===== config.mk =====
export PLATFORM = sky130hd
export DESIGN_NAME = dual_fifo_status_flags
export DESIGN_NICKNAME = d
export VERILOG_FILES = /design/src/logic/dual_fifo_pkg.sv /design/src/logic/dual_fifo_status_flags.sv
export VERILOG_INCLUDE_DIRS = /design/src /design/src/logic
export SDC_FILE = /design/constraint.sdc
export NUM_CORES = 1
export LEC_CHECK = 0
export BUFFER_PORTS_ARGS = -buffer_cell sky130_fd_sc_hd__buf_2
export CORE_UTILIZATION = 60
export CTS_BUF_LIST = sky130_fd_sc_hd__clkbuf_4 sky130_fd_sc_hd__clkbuf_8 sky130_fd_sc_hd__clkbuf_16
export CTS_CLUSTER_SIZE = 20
export DETAILED_ROUTE_END_ITERATION = 6
export PLACE_DENSITY = 0.79
export SYNTH_ARGS = -nofsm -noshare
export SYNTH_HDL_FRONTEND = slang
export SYNTH_SLANG_ARGS = --single-unit

===== constraint.sdc =====
create_clock -name core_clk -period 8.7 [get_ports core_clk]
set_clock_uncertainty 0.05 [all_clocks]
set_input_delay 1.74 -clock core_clk [delete_from_list [all_inputs] [get_ports core_clk]]
set_output_delay 1.74 -clock core_clk [all_outputs]
set_load 0.05 [all_outputs]

===== src/logic/dual_fifo_consts.svh =====
`ifndef DUAL_FIFO_CONSTS_SVH
`define DUAL_FIFO_CONSTS_SVH
// register byte addresses
`define REG_CTRL 8'h00
`define REG_OFF1 8'h04
`define REG_OFF2 8'h08
`define REG_SERIAL 8'h0C
`define REG_STATUS 8'h10
// field positions
`define CTRL_FALL_THROUGH_BIT 0
`define CTRL_DEPTH_LSB 1
`define OFF_HIGH_LSB 16
// reset values
`define OFF_PRESET 10'h008
`define DEPTH_PRESET 2'h2
// timing
`define CLK_PERIOD_NS 100
`define SKEW_NS 100
`define SKEW_CYC ((`SKEW_NS + `CLK_PERIOD_NS - 1) / `CLK_PERIOD_NS)
`endif


===== src/logic/dual_fifo_pkg.sv =====
`default_nettype none
package dual_fifo_pkg;
  // fill comparator outcome: at threshold, one or two away, or clear of it
  typedef enum logic [1:0] {
    LVL_CLEAR = 2'b00,
    LVL_NEAR2 = 2'b01,
    LVL_NEAR1 = 2'b10,
    LVL_AT = 2'b11
  } cmp_level_t;

  typedef struct packed {
    logic [10:0] wptr;
    logic [10:0] rptr;
    logic [10:0] wview_a;
    logic [10:0] wview_b;
    logic [10:0] rview_a;
    logic [10:0] rview_b;
    logic empty_n;
    logic almost_empty_n;
    logic almost_full_n;
    logic full_n;
    logic out_valid;
    logic [9:0] low_off;
    logic [9:0] high_off;
  } queue_state_t;

  typedef struct packed {
    logic [6:0] s0;
    logic [6:0] s1;
    logic [6:0] s2;
    logic [6:0] lvl;
  } pin_sync_t;

  typedef struct packed {
    logic fall_through_mode;
    logic [1:0] depth_sel;
    logic wait_rq;
    logic [31:0] rdata;
  } bus_state_t;

  typedef struct packed {
    queue_state_t [1:0] q;
    pin_sync_t pins;
    bus_state_t bus;
  } block_state_t;

  typedef struct packed {
    logic [7:0] address;
    logic read;
    logic write;
    logic [3:0] byteenable;
    logic [31:0] writedata;
  } avalon_req_t;
endpackage : dual_fifo_pkg
`default_nettype wire


===== src/logic/dual_fifo_status_flags.sv =====
// Local design decisions: the placing of the registers and register access over Avalon-MM.
`include "dual_fifo_consts.svh"
`default_nettype none
// Functional notes
// - fall-through mode: ready flags; standard mode: full and empty flags
// - full flag high means a free slot; low ignores writes
// - full flag timed by writer clock; write pointer steps per accepted word
// - full comparator resolves full, full minus one, full minus two
// - full flag rises on second writer edge after the freeing read
// - writer edge counts only after skew interval from the read
// - almost-empty timed by reader clock; comparator resolves X, X+1, X+2
// - almost-empty low at count up to X, high from X+1
// - almost-empty rises on second reader edge after reaching X+1
// - reader edge counts only after second skew interval from the write
// - offsets preset at reset, written from wide side, or shifted serially
// - first queue: low offset for tx side, high offset for wide side
// - second queue: low offset for wide side, high offset for rx side
// - almost-full low at count capacity minus Y or more
// - empty flags low at zero words; full low only at capacity
// - output register word never counts as stored
// - fall-through moves first word out unrequested, freeing its slot
// - slot of a word shifted to output is free at once
// - with empty flag low, reads are ignored
module dual_fifo_status_flags
  import dual_fifo_pkg::*;
(
  // system
  input wire logic core_clk,
  input wire logic arst_n,
  // port clock and enable pins
  input wire logic wide_port_clock,
  input wire logic tx_port_clock,
  input wire logic rx_port_clock,
  input wire logic wide_wr_en,
  input wire logic wide_rd_en,
  input wire logic tx_rd_en,
  input wire logic rx_wr_en,
  // flags, active low where empty or full
  output logic wide_port_empty_or_ready,
  output logic tx_port_empty_or_ready,
  output logic wide_port_almost_empty,
  output logic tx_port_almost_empty,
  output logic wide_port_almost_full,
  output logic rx_port_almost_full,
  output logic wide_port_full_or_input_ready,
  output logic rx_port_full_or_input_ready,
  // avalon-mm slave
  input wire avalon_req_t avs_req,
  output logic [31:0] avs_readdata,
  output logic avs_waitrequest
);

  function automatic logic [10:0] bin2gray(input logic [10:0] b);
    return b ^ (b >> 1);
  endfunction : bin2gray

  function automatic logic [10:0] gray2bin(input logic [10:0] g);
    logic [10:0] b;
    b = g;
    for (int i = 9; i >= 0; i--) begin
      b[i] = b[i + 1] ^ g[i];
    end
    return b;
  endfunction : gray2bin

  function automatic cmp_level_t dist_level(input logic [10:0] d);
    if (d == 11'h000) return LVL_AT;
    if (d == 11'h001) return LVL_NEAR1;
    if (d == 11'h002) return LVL_NEAR2;
    return LVL_CLEAR;
  endfunction : dist_level

  function automatic logic [31:0] merge(input logic [31:0] o, input logic [31:0] n,
                                        input logic [3:0] be);
    logic [31:0] r;
    r = o;
    for (int i = 0; i < 4; i++) begin
      if (be[i]) r[i * 8 +: 8] = n[i * 8 +: 8];
    end
    return r;
  endfunction : merge

  function automatic block_state_t init_state();
    block_state_t s;
    s = '0;
    s.bus.wait_rq = 1'b1;
    s.bus.depth_sel = `DEPTH_PRESET;
    for (int q = 0; q < 2; q++) begin
      s.q[q].almost_full_n = 1'b1;
      s.q[q].full_n = 1'b1;
      s.q[q].low_off = `OFF_PRESET;
      s.q[q].high_off = `OFF_PRESET;
    end
    return s;
  endfunction : init_state

  localparam block_state_t ST_RST = init_state();

  block_state_t st_reg;
  block_state_t st_next;
  logic [6:0] pin_in;
  logic [2:0] tick;
  logic [1:0] wtick;
  logic [1:0] rtick;
  logic [1:0] wen;
  logic [1:0] ren;
  logic [1:0] wacc;
  logic [10:0] cap_w;
  logic [10:0] rcnt_obs [2];
  logic [10:0] wcnt_obs [2];

  // pin order: three clocks, then enables
  assign pin_in = {rx_wr_en, tx_rd_en, wide_rd_en, wide_wr_en,
                   rx_port_clock, tx_port_clock, wide_port_clock};
  // rising edge once second and third stages agree high
  assign tick = st_reg.pins.s1[2:0] & st_reg.pins.s2[2:0] & ~st_reg.pins.lvl[2:0];
  // queue 0 written by wide side, read by tx; queue 1 written by rx, read by wide
  assign wtick = {tick[2], tick[0]};
  assign rtick = {tick[0], tick[1]};
  assign wen = {st_reg.pins.lvl[6], st_reg.pins.lvl[3]};
  assign ren = {st_reg.pins.lvl[4], st_reg.pins.lvl[5]};
  // depth select: 256, 512, or 1024 words
  assign cap_w = (st_reg.bus.depth_sel >= 2'h2) ? 11'h400 :
                 (st_reg.bus.depth_sel == 2'h1) ? 11'h200 : 11'h100;

  // write acceptance and observed fill per queue
  for (genvar g = 0; g < 2; g++) begin : g_obs
    assign wacc[g] = wtick[g] & wen[g] & st_reg.q[g].full_n;
    assign rcnt_obs[g] = gray2bin(st_reg.q[g].wview_b) - st_reg.q[g].rptr;
    assign wcnt_obs[g] = st_reg.q[g].wptr - gray2bin(st_reg.q[g].rview_b);
  end

  // next state of pins, queues and bus
  always_comb begin
    logic [10:0] wcnt;
    logic [10:0] rcnt;
    logic [31:0] wd;
    logic [39:0] chain;
    logic shift;
    cmp_level_t lvl;
    wcnt = '0;
    rcnt = '0;
    wd = '0;
    chain = '0;
    shift = 1'b0;
    lvl = LVL_CLEAR;
    st_next = st_reg;
    // three-stage pin sampling; level accepted when stages two and three agree
    st_next.pins.s0 = pin_in;
    st_next.pins.s1 = st_reg.pins.s0;
    st_next.pins.s2 = st_reg.pins.s1;
    st_next.pins.lvl = (~(st_reg.pins.s1 ^ st_reg.pins.s2) & st_reg.pins.s2) |
                       ((st_reg.pins.s1 ^ st_reg.pins.s2) & st_reg.pins.lvl);
    for (int q = 0; q < 2; q++) begin
      // writer side: pointer step, read pointer view, full and almost-full
      if (wtick[q]) begin
        st_next.q[q].wptr = st_reg.q[q].wptr + {10'h000, wacc[q]};
        st_next.q[q].rview_a = bin2gray(st_reg.q[q].rptr);
        st_next.q[q].rview_b = st_reg.q[q].rview_a;
        wcnt = st_next.q[q].wptr - gray2bin(st_reg.q[q].rview_a);
        lvl = dist_level(cap_w - wcnt);
        st_next.q[q].full_n = (lvl != LVL_AT);
        st_next.q[q].almost_full_n = wcnt < (cap_w - {1'b0, st_reg.q[q].high_off});
      end
      // reader side: write pointer view, output register, empty and almost-empty
      if (rtick[q]) begin
        st_next.q[q].wview_a = bin2gray(st_reg.q[q].wptr);
        st_next.q[q].wview_b = st_reg.q[q].wview_a;
        rcnt = gray2bin(st_reg.q[q].wview_a) - st_reg.q[q].rptr;
        if (st_reg.bus.fall_through_mode) begin
          // first word falls through unrequested, later ones on a read
          shift = (rcnt != 11'h000) && (!st_reg.q[q].out_valid || ren[q]);
          st_next.q[q].out_valid = shift || (st_reg.q[q].out_valid && !ren[q]);
        end else begin
          shift = ren[q] && st_reg.q[q].empty_n;
        end
        // a word leaving memory frees its slot at once
        st_next.q[q].rptr = st_reg.q[q].rptr + {10'h000, shift};
        rcnt = rcnt - {10'h000, shift};
        lvl = (rcnt <= {1'b0, st_reg.q[q].low_off}) ? LVL_AT :
              dist_level(rcnt - {1'b0, st_reg.q[q].low_off});
        st_next.q[q].almost_empty_n = (lvl != LVL_AT);
        st_next.q[q].empty_n = st_reg.bus.fall_through_mode ? st_next.q[q].out_valid :
                               (rcnt != 11'h000);
      end
    end
    // bus slave: one wait cycle, then the access completes
    if ((avs_req.read || avs_req.write) && st_reg.bus.wait_rq) begin
      st_next.bus.wait_rq = 1'b0;
      unique case (avs_req.address)
        `REG_CTRL: st_next.bus.rdata = {29'h0, st_reg.bus.depth_sel,
                                       st_reg.bus.fall_through_mode};
        `REG_OFF1: st_next.bus.rdata = {6'h00, st_reg.q[0].high_off,
                                       6'h00, st_reg.q[0].low_off};
        `REG_OFF2: st_next.bus.rdata = {6'h00, st_reg.q[1].high_off,
                                       6'h00, st_reg.q[1].low_off};
        `REG_STATUS: st_next.bus.rdata = {
          19'h0, st_reg.q[1].out_valid, st_reg.q[1].full_n, st_reg.q[1].almost_full_n,
          st_reg.q[1].almost_empty_n, st_reg.q[1].empty_n,
          3'h0, st_reg.q[0].out_valid, st_reg.q[0].full_n, st_reg.q[0].almost_full_n,
          st_reg.q[0].almost_empty_n, st_reg.q[0].empty_n};
        default: st_next.bus.rdata = 32'h0000_0000;
      endcase
    end else begin
      st_next.bus.wait_rq = 1'b1;
    end
    // writes take effect on the edge the master sees waitrequest low
    if (avs_req.write && !st_reg.bus.wait_rq) begin
      unique case (avs_req.address)
        `REG_CTRL: begin
          wd = merge({29'h0, st_reg.bus.depth_sel, st_reg.bus.fall_through_mode},
                     avs_req.writedata, avs_req.byteenable);
          st_next.bus.fall_through_mode = wd[`CTRL_FALL_THROUGH_BIT];
          st_next.bus.depth_sel = wd[`CTRL_DEPTH_LSB +: 2];
        end
        `REG_OFF1, `REG_OFF2: begin
          for (int q = 0; q < 2; q++) begin
            if (avs_req.address == ((q == 0) ? `REG_OFF1 : `REG_OFF2)) begin
              wd = merge({6'h00, st_reg.q[q].high_off, 6'h00, st_reg.q[q].low_off},
                         avs_req.writedata, avs_req.byteenable);
              st_next.q[q].low_off = wd[9:0];
              st_next.q[q].high_off = wd[`OFF_HIGH_LSB +: 10];
            end
          end
        end
        `REG_SERIAL: begin
          // serial load shifts one bit through all four offsets
          if (avs_req.byteenable[0]) begin
            chain = {st_reg.q[0].low_off, st_reg.q[0].high_off,
                     st_reg.q[1].low_off, st_reg.q[1].high_off};
            chain = {chain[38:0], avs_req.writedata[0]};
            {st_next.q[0].low_off, st_next.q[0].high_off,
             st_next.q[1].low_off, st_next.q[1].high_off} = chain;
          end
        end
        default: wd = '0;
      endcase
    end
  end

  // state register
  always_ff @(posedge core_clk or negedge arst_n) begin
    if (!arst_n) begin
      st_reg <= ST_RST;
    end else begin
      st_reg <= st_next;
    end
  end

  // outputs straight from state flops
  assign tx_port_empty_or_ready = st_reg.q[0].empty_n;
  assign tx_port_almost_empty = st_reg.q[0].almost_empty_n;
  assign wide_port_almost_full = st_reg.q[0].almost_full_n;
  assign wide_port_full_or_input_ready = st_reg.q[0].full_n;
  assign wide_port_empty_or_ready = st_reg.q[1].empty_n;
  assign wide_port_almost_empty = st_reg.q[1].almost_empty_n;
  assign rx_port_almost_full = st_reg.q[1].almost_full_n;
  assign rx_port_full_or_input_ready = st_reg.q[1].full_n;
  assign avs_readdata = st_reg.bus.rdata;
  assign avs_waitrequest = st_reg.bus.wait_rq;
endmodule : dual_fifo_status_flags
`default_nettype wire


Yosys cells after proc, flatten, opt, wreduce, memory -nomap -nowiden
Cells that the tools add are included.

Bits in registers: 202. Input bits: 55. Output and inout port bits: 41.

Reduce and logical (&&, ||, !) cells: 38. Order comparisons: 5. Bitwise operators: 56. Mux-type cells: 88. Add/sub/neg operators: 16. Equality and inequality tests: 24.

Operator list (number): $pmux W26 S4 (1); $mux W20 (4); $pmux W20 S2 (2); $sub A11 B11 Y11 (6); $mux W2 (32); $mux W1 (45); $add A11 B1 Y11 (4); $eq A11 B1 Y1 const B (4); $eq A11 B2 Y1 const B (4); $logic_not A11 Y1 (4); $reduce_bool A11 Y1 (4); $sub A11 B10 Y11 (4); $xor A11 B10 Y11 (4); $reduce_and A5 Y1 (8); $xor A1 B1 Y1 (40); $le A11 B10 Y1 (2); $lt A11 B11 Y1 (2); $ne A2 B2 Y1 const B (11); $sub A11 B1 Y11 (2); $eq A8 B4 Y1 const B (2); $mux W8 (2); $and A7 B7 Y7 (2); $mux W11 (1); $mux W10 (1); other kinds (17) (36).

Longest topological paths before layout
Gate-level depths: netlist of run 1.

Depth in word-level cells: 31. Depth in mapped cells: 34. Mapped depth without buffers: 34.

Least setup slack after synthesis of run 1
No wires, ideal clock.

Path kind: register to register. Start point: register st_reg[132] (netlist bit). End point: register st_reg (netlist bit tx_port_almost_empty). Required time: 8.527 ns. Path buffers: 1. Arrival: 7.094 ns. Clock period less this slack: 7.266 ns. Path slack: 1.434 ns. Cell stages (with the launch flop): 31. Setup time: 0.123 ns. Path through: dfrtp_1 -> xor2_1 -> xnor2_1 -> xor2_1 -> xnor2_1 -> xnor2_1 -> xor2_1 -> xnor2_1 -> ha_1 -> inv_1 -> fa_1 -> a211oi_2 -> nor4b_1 -> nand4b_1 -> nor4_1 -> nand3_1 -> nor4_1 -> o22ai_1 -> ha_1 -> ha_1 -> nand2_1 -> xnor2_1 -> ha_1 -> clkbuf_1 -> a311o_1 -> o21ai_0 -> a21oi_1 -> xnor2_1 -> nand3_1 -> or4b_2 -> o221a_2.

Longest elaborated chain between the ends: 28. Elaborated cells on any way between the ends: 38. Those cells by class: add/sub (3); order compare (1); eq/ne (3); mux (18); bitwise (10); reduce/logical (3).

Ends and longest elaborated chain: start: declaration (RTL line dual_fifo_status_flags.sv:99) `block_state_t st_reg;`; start signal: assignment (RTL line dual_fifo_status_flags.sv:246) `st_reg <= st_next;`; $xor A1 B1 Y1 (10 in series) (RTL line dual_fifo_status_flags.sv:61) `b[i] = b[i + 1] ^ g[i];`; $sub A11 B11 Y11 * (RTL line dual_fifo_status_flags.sv:169) `rcnt = gray2bin(st_reg.q[q].wview_a) - st_reg.q[q].rptr;`; $reduce_bool A11 Y1 (RTL line dual_fifo_status_flags.sv:172) `shift = (rcnt != 11'h000) && (!st_reg.q[q].out_valid || ren[q]);`; $logic_and A1 B1 Y1 (RTL line dual_fifo_status_flags.sv:172); $mux W1 (RTL line dual_fifo_status_flags.sv:170) `if (st_reg.bus.fall_through_mode) begin`; $mux W1 (RTL line dual_fifo_status_flags.sv:166) `if (rtick[q]) begin`; $sub A11 B1 Y11 * (RTL line dual_fifo_status_flags.sv:179) `rcnt = rcnt - {10'h000, shift};`; $sub A11 B10 Y11 (RTL line dual_fifo_status_flags.sv:181) `dist_level(rcnt - {1'b0, st_reg.q[q].low_off});`; (+3 left out); $mux W1 (RTL line dual_fifo_status_flags.sv:68) `if (d == 11'h001) return LVL_NEAR1;`; $mux W1 (RTL line dual_fifo_status_flags.sv:166); $mux W2 (RTL line dual_fifo_status_flags.sv:70) `return LVL_CLEAR;`; $mux W2 (RTL line dual_fifo_status_flags.sv:69) `if (d == 11'h002) return LVL_NEAR2;`; $mux W2 (RTL line dual_fifo_status_flags.sv:68); $mux W2 (RTL line dual_fifo_status_flags.sv:166); $mux W2 * (RTL line dual_fifo_status_flags.sv:180) `lvl = (rcnt <= {1'b0, st_reg.q[q].low_off}) ? LVL_AT :`; $ne A2 B2 Y1 * (RTL line dual_fifo_status_flags.sv:182) `st_next.q[q].almost_empty_n = (lvl != LVL_AT);`.

Mark *: on every way between the ends. The rest lies on a longest branch, timed or not. The select of a mux whose other input is x is not followed. A chain may end at the register's enable or synchronous reset.

Final worst setup path of run 1
Same ends and word-level chain as after synthesis.

==> run metrics, run 1 <==
DIE AREA=23700 µm²; Reg-to-Reg Start=st_reg[132]$_DFFE_PN0P_; Iter 0 DRT Violations=837; Worst setup EP type=flip-flop; global routing usage on met2=0.458; setup slack at placement=roughly 730 ps; Post-synth EDFFs=0; # diodes=0; vias in the first global route=10800; largest net degree at the start of global routing=114; type of origin of the critical path=flip-flop; most used cell along the critical path=xnor2_1; layout cells sized above 1=0.106; Clock Pin Slew Worst Setup and Hold Paths=80 ps; placer congestion estimate=~0.92; Setup-failing EPs final=0; ys flop type=dfrtp_1; IO Port Bufs=74; initial antenna violation count=0; worst hold stages=0; reg2reg end=tx_port_almost_empty$_DFFE_PN0P_; synth warn=0; FF+latch count, synth=193; Die H=154 µm; status=finished, final reports clean; Clock Latency Late Sink=around 440 ps; placed cells=around 1900; Via-to-Cell Ratio=5.87; setup TNS=0 ps; M3 GR Usage=0.0400; Achievable Freq=approximately 120 MHz; CP Class=flip-flop to flip-flop; Starting Density=0.612; gr usage total=0.272; DR WL/cell=between 15 and 20 µm; highest-delay cell along the critical path=or4b_2; CTS resizes=0; CP arrival=around 8400 ps; period utilization=0.933; Max Slew Vio Count=0; Post-Syn Instances=1573; sequential area share after synthesis=0.349; Async SR Flop Fraction=1.00; Die W=154 µm; Final Hold Vio Count=0; Critical Path RT=8970 ps; gr ovfl total=0; clock tree sinks=193; Leakage=7.07 nW; CP delay by family, top=simple AND/OR/NAND/NOR gates; Total Wirelength=~31 mm; Reg2Reg Setup Slack=580 ps; Peak VDD IR=0.169 mV; Final nets=~1800; CP max FO=6; first-pass GRT wire length=52.0 mm; Area Growth Syn to Fin=7.45%; DRC=0; vias post-DR=11200; commonest non-fill, non-tap cells in the layout=nand2_1 (269), dfrtp_1 (183), ha_1 (137); post-cts hold buffer count=0; WP buf/inv=2; num rows=55; CP max stage delay=640 ps; fin worst setup slack=580 ps; Least-Margin Pin Slew=between 1000 and 1500 ps; cts bufs inserted=17; most common cell after layout, fill and taps aside=nand2_1; Worst Hold Class=flip-flop to flip-flop; Slew headroom=0.234; Non-Filler Instances=1901; Core ar.=22600 µm²; count of boundary I/O pins=96; post-route ant nets=0; total setup buffers inserted after CTS=0; max reg flops=140; Levels on crit path=30; DP HPWL=23.4 mm; DRT Pass-1 Iters=7; Yosys cell types=76; met1 GRT Util=0.364; Pwr Density=313 nW/µm²; hold endpoint=st_next[45]$_DFF_PN0_; clk root buf=clkbuf_16; CTS max path bufs=2; Mean Syn Cell Area=about 8.8 µm²; Worst Reg-to-Reg Cells=30; RSZ-0062 raised after global routing=false; min-delay src=st_next[52]$_DFF_PN0_; htree depth=4; fin crit period=between 8000 and 9000 ps; max-cap viol count=0; CTS tree=yes; mapped cell area=around 14000 µm²; busiest grt layer=met2
## layer usage
layer,wire [µm],up-vias
met5,0,-
met4,604,0
met3,1640,46
met2,14700,329
li1,-,5421
met1,14100,5363
## how the worst max path moves through the flow
stage	start	endpoint	slack, ps
3_3_place_gp	st_reg[132]$_DFFE_PN0P_	tx_port_almost_empty$_DFFE_PN0P_	890
2_1_floorplan	st_reg[132]$_DFFE_PN0P_	tx_port_almost_empty$_DFFE_PN0P_	1430
5_1_grt	st_reg[132]$_DFFE_PN0P_	tx_port_almost_empty$_DFFE_PN0P_	80
6_report	st_reg[132]$_DFFE_PN0P_	tx_port_almost_empty$_DFFE_PN0P_	580
4_1_cts	st_reg[132]$_DFFE_PN0P_	tx_port_almost_empty$_DFFE_PN0P_	700
3_5_place_dp	st_reg[132]$_DFFE_PN0P_	tx_port_almost_empty$_DFFE_PN0P_	730
## through the flow
stage / hold slack (ps) / power [mW] / util / instance area, µm²
4_1_cts: 296 / 4.64 / 0.658 / 14900
3_3_place_gp: 283 / 3.73 / 0.631 / 14300
6_report: 294 / 4.66 / 0.658 / 14900
5_1_grt: 304 / 5.05 / 0.658 / 14900
2_1_floorplan: 281 / 3.19 / - / 13900
3_5_place_dp: 286 / 3.81 / 0.631 / 14300
## Yosys cell counts, types with 7 or more instances
library cell    n  area (µm²)
o21a_1         11        82.6
o21ai_0       108         541
or2_2           7        43.8
nor3_1         28         140
nor2b_1        25         156
a22oi_1        13        97.6
o31a_1          7        61.3
or3_1           9        56.3
and2_1          7        43.8
nor2_1         98         368
nand3_1        33         165
a31oi_1        20         125
a211oi_1        7        52.6
and3_1         12        75.1
dfstp_2        10         263
buf_4          32         240
nand2b_1       13        81.3
nor4_1         18         113
xor2_2         10         163
inv_1          89         334
xor2_1         57         499
dfrtp_1       183        4580
nand4_1        15        93.8
nand2_1       269        1010
clkbuf_1       46         173
mux2i_1        10         100
a21o_1         17         128
xnor2_1       116        1020
a21oi_1        54         270
a21boi_0        8        60.1
ha_1          137        1710
## where the power goes
group	switching [mW]	internal, mW	total [mW]	leakage [nW]
combinational	1.64	1.19	2.83	4.22
sequential	0.0653	0.962	1.03	2.55
clock	0.385	0.418	0.803	0.298
## logic make-up after synthesis
group | after synthesis | synth area share
multiplexers | 16 | 0.0121
adder cells (fa/ha/maj) | 148 | 0.136
flip-flops | 193 | 0.349
XOR/XNOR | 186 | 0.125
AO/OA/AOI/OAI | 300 | 0.137
AND/OR/NAND/NOR | 558 | 0.184
other | 1 | 0.000271
buffers and inverters | 171 | 0.0552
## worst reg2reg max path, delay by kind of cell, from the launching register on
family	cells	cell delay, ps
fa+ha+maj	5	1480
simple gates	9	2770
flops	1	420
compound gates	6	1390
xor+xnor	8	1680
buf+inv	2	210
## area by class of cell
type / count / area, µm²
Clock buffer: 18 / 439
Clock inverter: 14 / 164
Inverter: 90 / 338
Sequential cell: 193 / 4840
Fill cell: 1844 / 7750
Tap cell: 285 / 357
Timing Repair Buffer: 84 / 454
Multi-Input combinational cell: 1217 / 8300
(Power assumes the default switching activity.)
==> inputs of run 2 (changes only) <==
Settings changed: CORE_MARGIN set to 10.
==> run 2 against run 1 <==
Against the previous run:
- design area about the same
- cell count about the same
- worst setup slack better by 93 ps
- clock power is 3.2% lower
- flip-flop and latch count is the same
- core utilization shrank 0.25 points
- combinational power about the same
- sequential power barely moved
- power is 0.26% lower
- via count is essentially flat
- hold slack gained 0.65 ps
- largest cell class unchanged
==> run metrics, run 2 (synthesis gave the netlist of run 1 again) <==
Core ar.=22700 µm² (+0.30%); period utilization=0.923 (-0.0107); setup TNS=0 ps (unchanged); vias post-DR=11200 (+0.045%); CP delay by family, top=simple AND/OR/NAND/NOR gates; Iter 0 DRT Violations=1095 (+31%); sequential share of power=0.221 (about the same); Levels on crit path=30 (unchanged); # fillers=1840 (-0.22%); CP Class=flip-flop to flip-flop; gr ovfl total=0 (unchanged); area of the multi-input gates=8300 µm² (about the same); htree depth=4 (unchanged); DR WL/cell=17.0 µm (+4.2%); CP max FO=6 (unchanged); clk root buf=clkbuf_16; type of origin of the critical path=flip-flop; first-pass GRT wire length=52.9 mm (+1.8%); count of boundary I/O pins=96 (unchanged); Slew headroom=0.229 (-0.00492); gr usage total=0.221 (-0.0516); highest-delay cell along the critical path=or4b_2; vias in the first global route=10800 (+0.20%); crit path capture=tx_port_almost_empty$_DFFE_PN0P_; Logic pwr share=0.612 (+0.005); Area Growth Syn to Fin=7.37% (about the same); Sw Ratio=0.452 (+0.00470); CP max stage delay=650 ps (about the same); post-layout power=4.65 mW (-0.26%); Die W=172 µm (+12%); Worst Hold Class=flip-flop to flip-flop; CTS max path bufs=2 (unchanged); Max Slew Vio Count=0 (unchanged); CTS tree=yes; Starting Density=0.610 (-0.00186); Setup-failing EPs final=0 (unchanged); P_sw=2.10 mW (+0.79%); max-cap viol count=0 (unchanged); clock tree sinks=193 (unchanged); largest net degree at the start of global routing=120 (+5.3%); post-cts hold buffer count=0 (unchanged); Worst Reg-to-Reg Cells=30 (unchanged); Peak VDD IR=0.170 mV (+0.87%); Final Hold Vio Count=0 (unchanged); DRT Pass-1 Iters=6 (-1); Hold Slack=294 ps (+0.650 ps); post-route ant nets=0 (unchanged); Leakage=7.05 nW (-0.27%); placer congestion estimate=0.933 (+1.9%); # diodes=0 (unchanged); most common cell after layout, fill and taps aside=nand2_1; max reg flops=140 (unchanged); initial antenna violation count=0 (unchanged); cts bufs inserted=17 (unchanged); status=finished, final reports clean; layout cells sized above 1=0.107 (+0.000553); Int Pwr=2.55 mW (-1.1%); DIE AREA=29600 µm² (+25%); reg2reg end=tx_port_almost_empty$_DFFE_PN0P_; Die H=172 µm (+12%); Clock Pin Slew Worst Setup and Hold Paths=80 ps (about the same); DP HPWL=24.3 mm (+3.8%); min-delay src=st_next[52]$_DFF_PN0_; Worst setup EP type=flip-flop; CP arrival=8300 ps (-90 ps); Via-to-Cell Ratio=5.87 (about the same); Total Wirelength=32.4 mm (+4.3%); IO Port Bufs=74 (unchanged); Achievable Freq=125 MHz (+1.2%); commonest non-fill, non-tap cells in the layout=nand2_1 (269), dfrtp_1 (183), ha_1 (137); Crit. Startpoint=st_reg[132]$_DFFE_PN0P_; Reg-to-Reg Start=st_reg[132]$_DFFE_PN0P_; register area=4840 µm² (unchanged); Clock Latency Late Sink=440 ps (about the same); DRC=0 (unchanged); fin crit period=8030 ps (-93.3 ps); num rows=55 (unchanged); final core occ=0.655 (-0.00249); Critical Path RT=8980 ps (about the same); Pwr Density=312 nW/µm² (-0.18%); RSZ-0062 raised after global routing=false; Reg2Reg Setup Slack=670 ps (+90 ps); Final nets=1802 (+0.056%); Least-Margin Pin Slew=1160 ps (+7.38 ps); Clock power frac=0.167 (-0.005); WP buf/inv=3 (+1)
## run 2: worst reg2reg max path, delay by kind of cell, from the launching register on
kind / cells / cell delay, ps
XOR/XNOR: 7 / 1340
AO/OA/AOI/OAI: 6 / 1370
buffers and inverters: 3 / 290
flip-flops: 1 / 420
adder cells (fa/ha/maj): 5 / 1570
AND/OR/NAND/NOR: 9 / 2870
## run 2: stage by stage
stage / worst slack (ps) / std cells / cell area, µm²
2_1_floorplan: 1430 / 1581 / 13900
3_3_place_gp: 786 / 1870 / 14300
3_5_place_dp: 683 / 1870 / 14300
4_1_cts: 615 / 1902 / 14900
5_1_grt: 131 / 1902 / 14900
6_report: 674 / 1902 / 14900
## run 2: area by class of cell
type	instances	share of cell area
Sequential cell	193	0.325
Tap cell	285	0.0240
Timing Repair Buffer	85	0.0310
Clock buffer	18	0.0295
Multi-Input combinational cell	1217	0.558
Clock inverter	14	0.00967
Inverter	90	0.0227
## run 2: what timing repair did
action / in CTS / in global routing
endpoints found under the setup margin: 0 / 1
buffers inserted: 0 / 0
gates resized for setup: 0 / 1
## run 2: routing by layer
metal	vias up	share of wire	GRT usage
met4	0	0.016	0.0622
met1	5325	0.46	0.299
li1	5416	-	-
met5	-	0	0
met3	41	0.069	0.0317
met2	382	0.46	0.359
## run 2: worst min path at each step
stage / end / slack (ps) / cells after the start
3_5_place_dp: st_next[45]$_DFF_PN0_ / 290 / 0
4_1_cts: st_next[45]$_DFF_PN0_ / 300 / 0
5_1_grt: st_next[45]$_DFF_PN0_ / 300 / 0
2_1_floorplan: st_next[43]$_DFF_PN0_ / 280 / 0
3_3_place_gp: st_next[43]$_DFF_PN0_ / 280 / 0
6_report: st_next[45]$_DFF_PN0_ / 290 / 0
## run 2: power groups by stage
| stage | Clock [mW] | Sequential [mW] | Combinational [mW] |
|---|---|---|---|
| after CTS | 0.787 | 1.03 | 2.80 |
| after global placement | 0 | 1.04 | 2.70 |
| after floorplan | 0 | 1.06 | 2.13 |
| final | 0.777 | 1.03 | 2.85 |
| after detailed placement | 0 | 1.04 | 2.78 |
| after global routing | 0.825 | 1.03 | 3.17 |
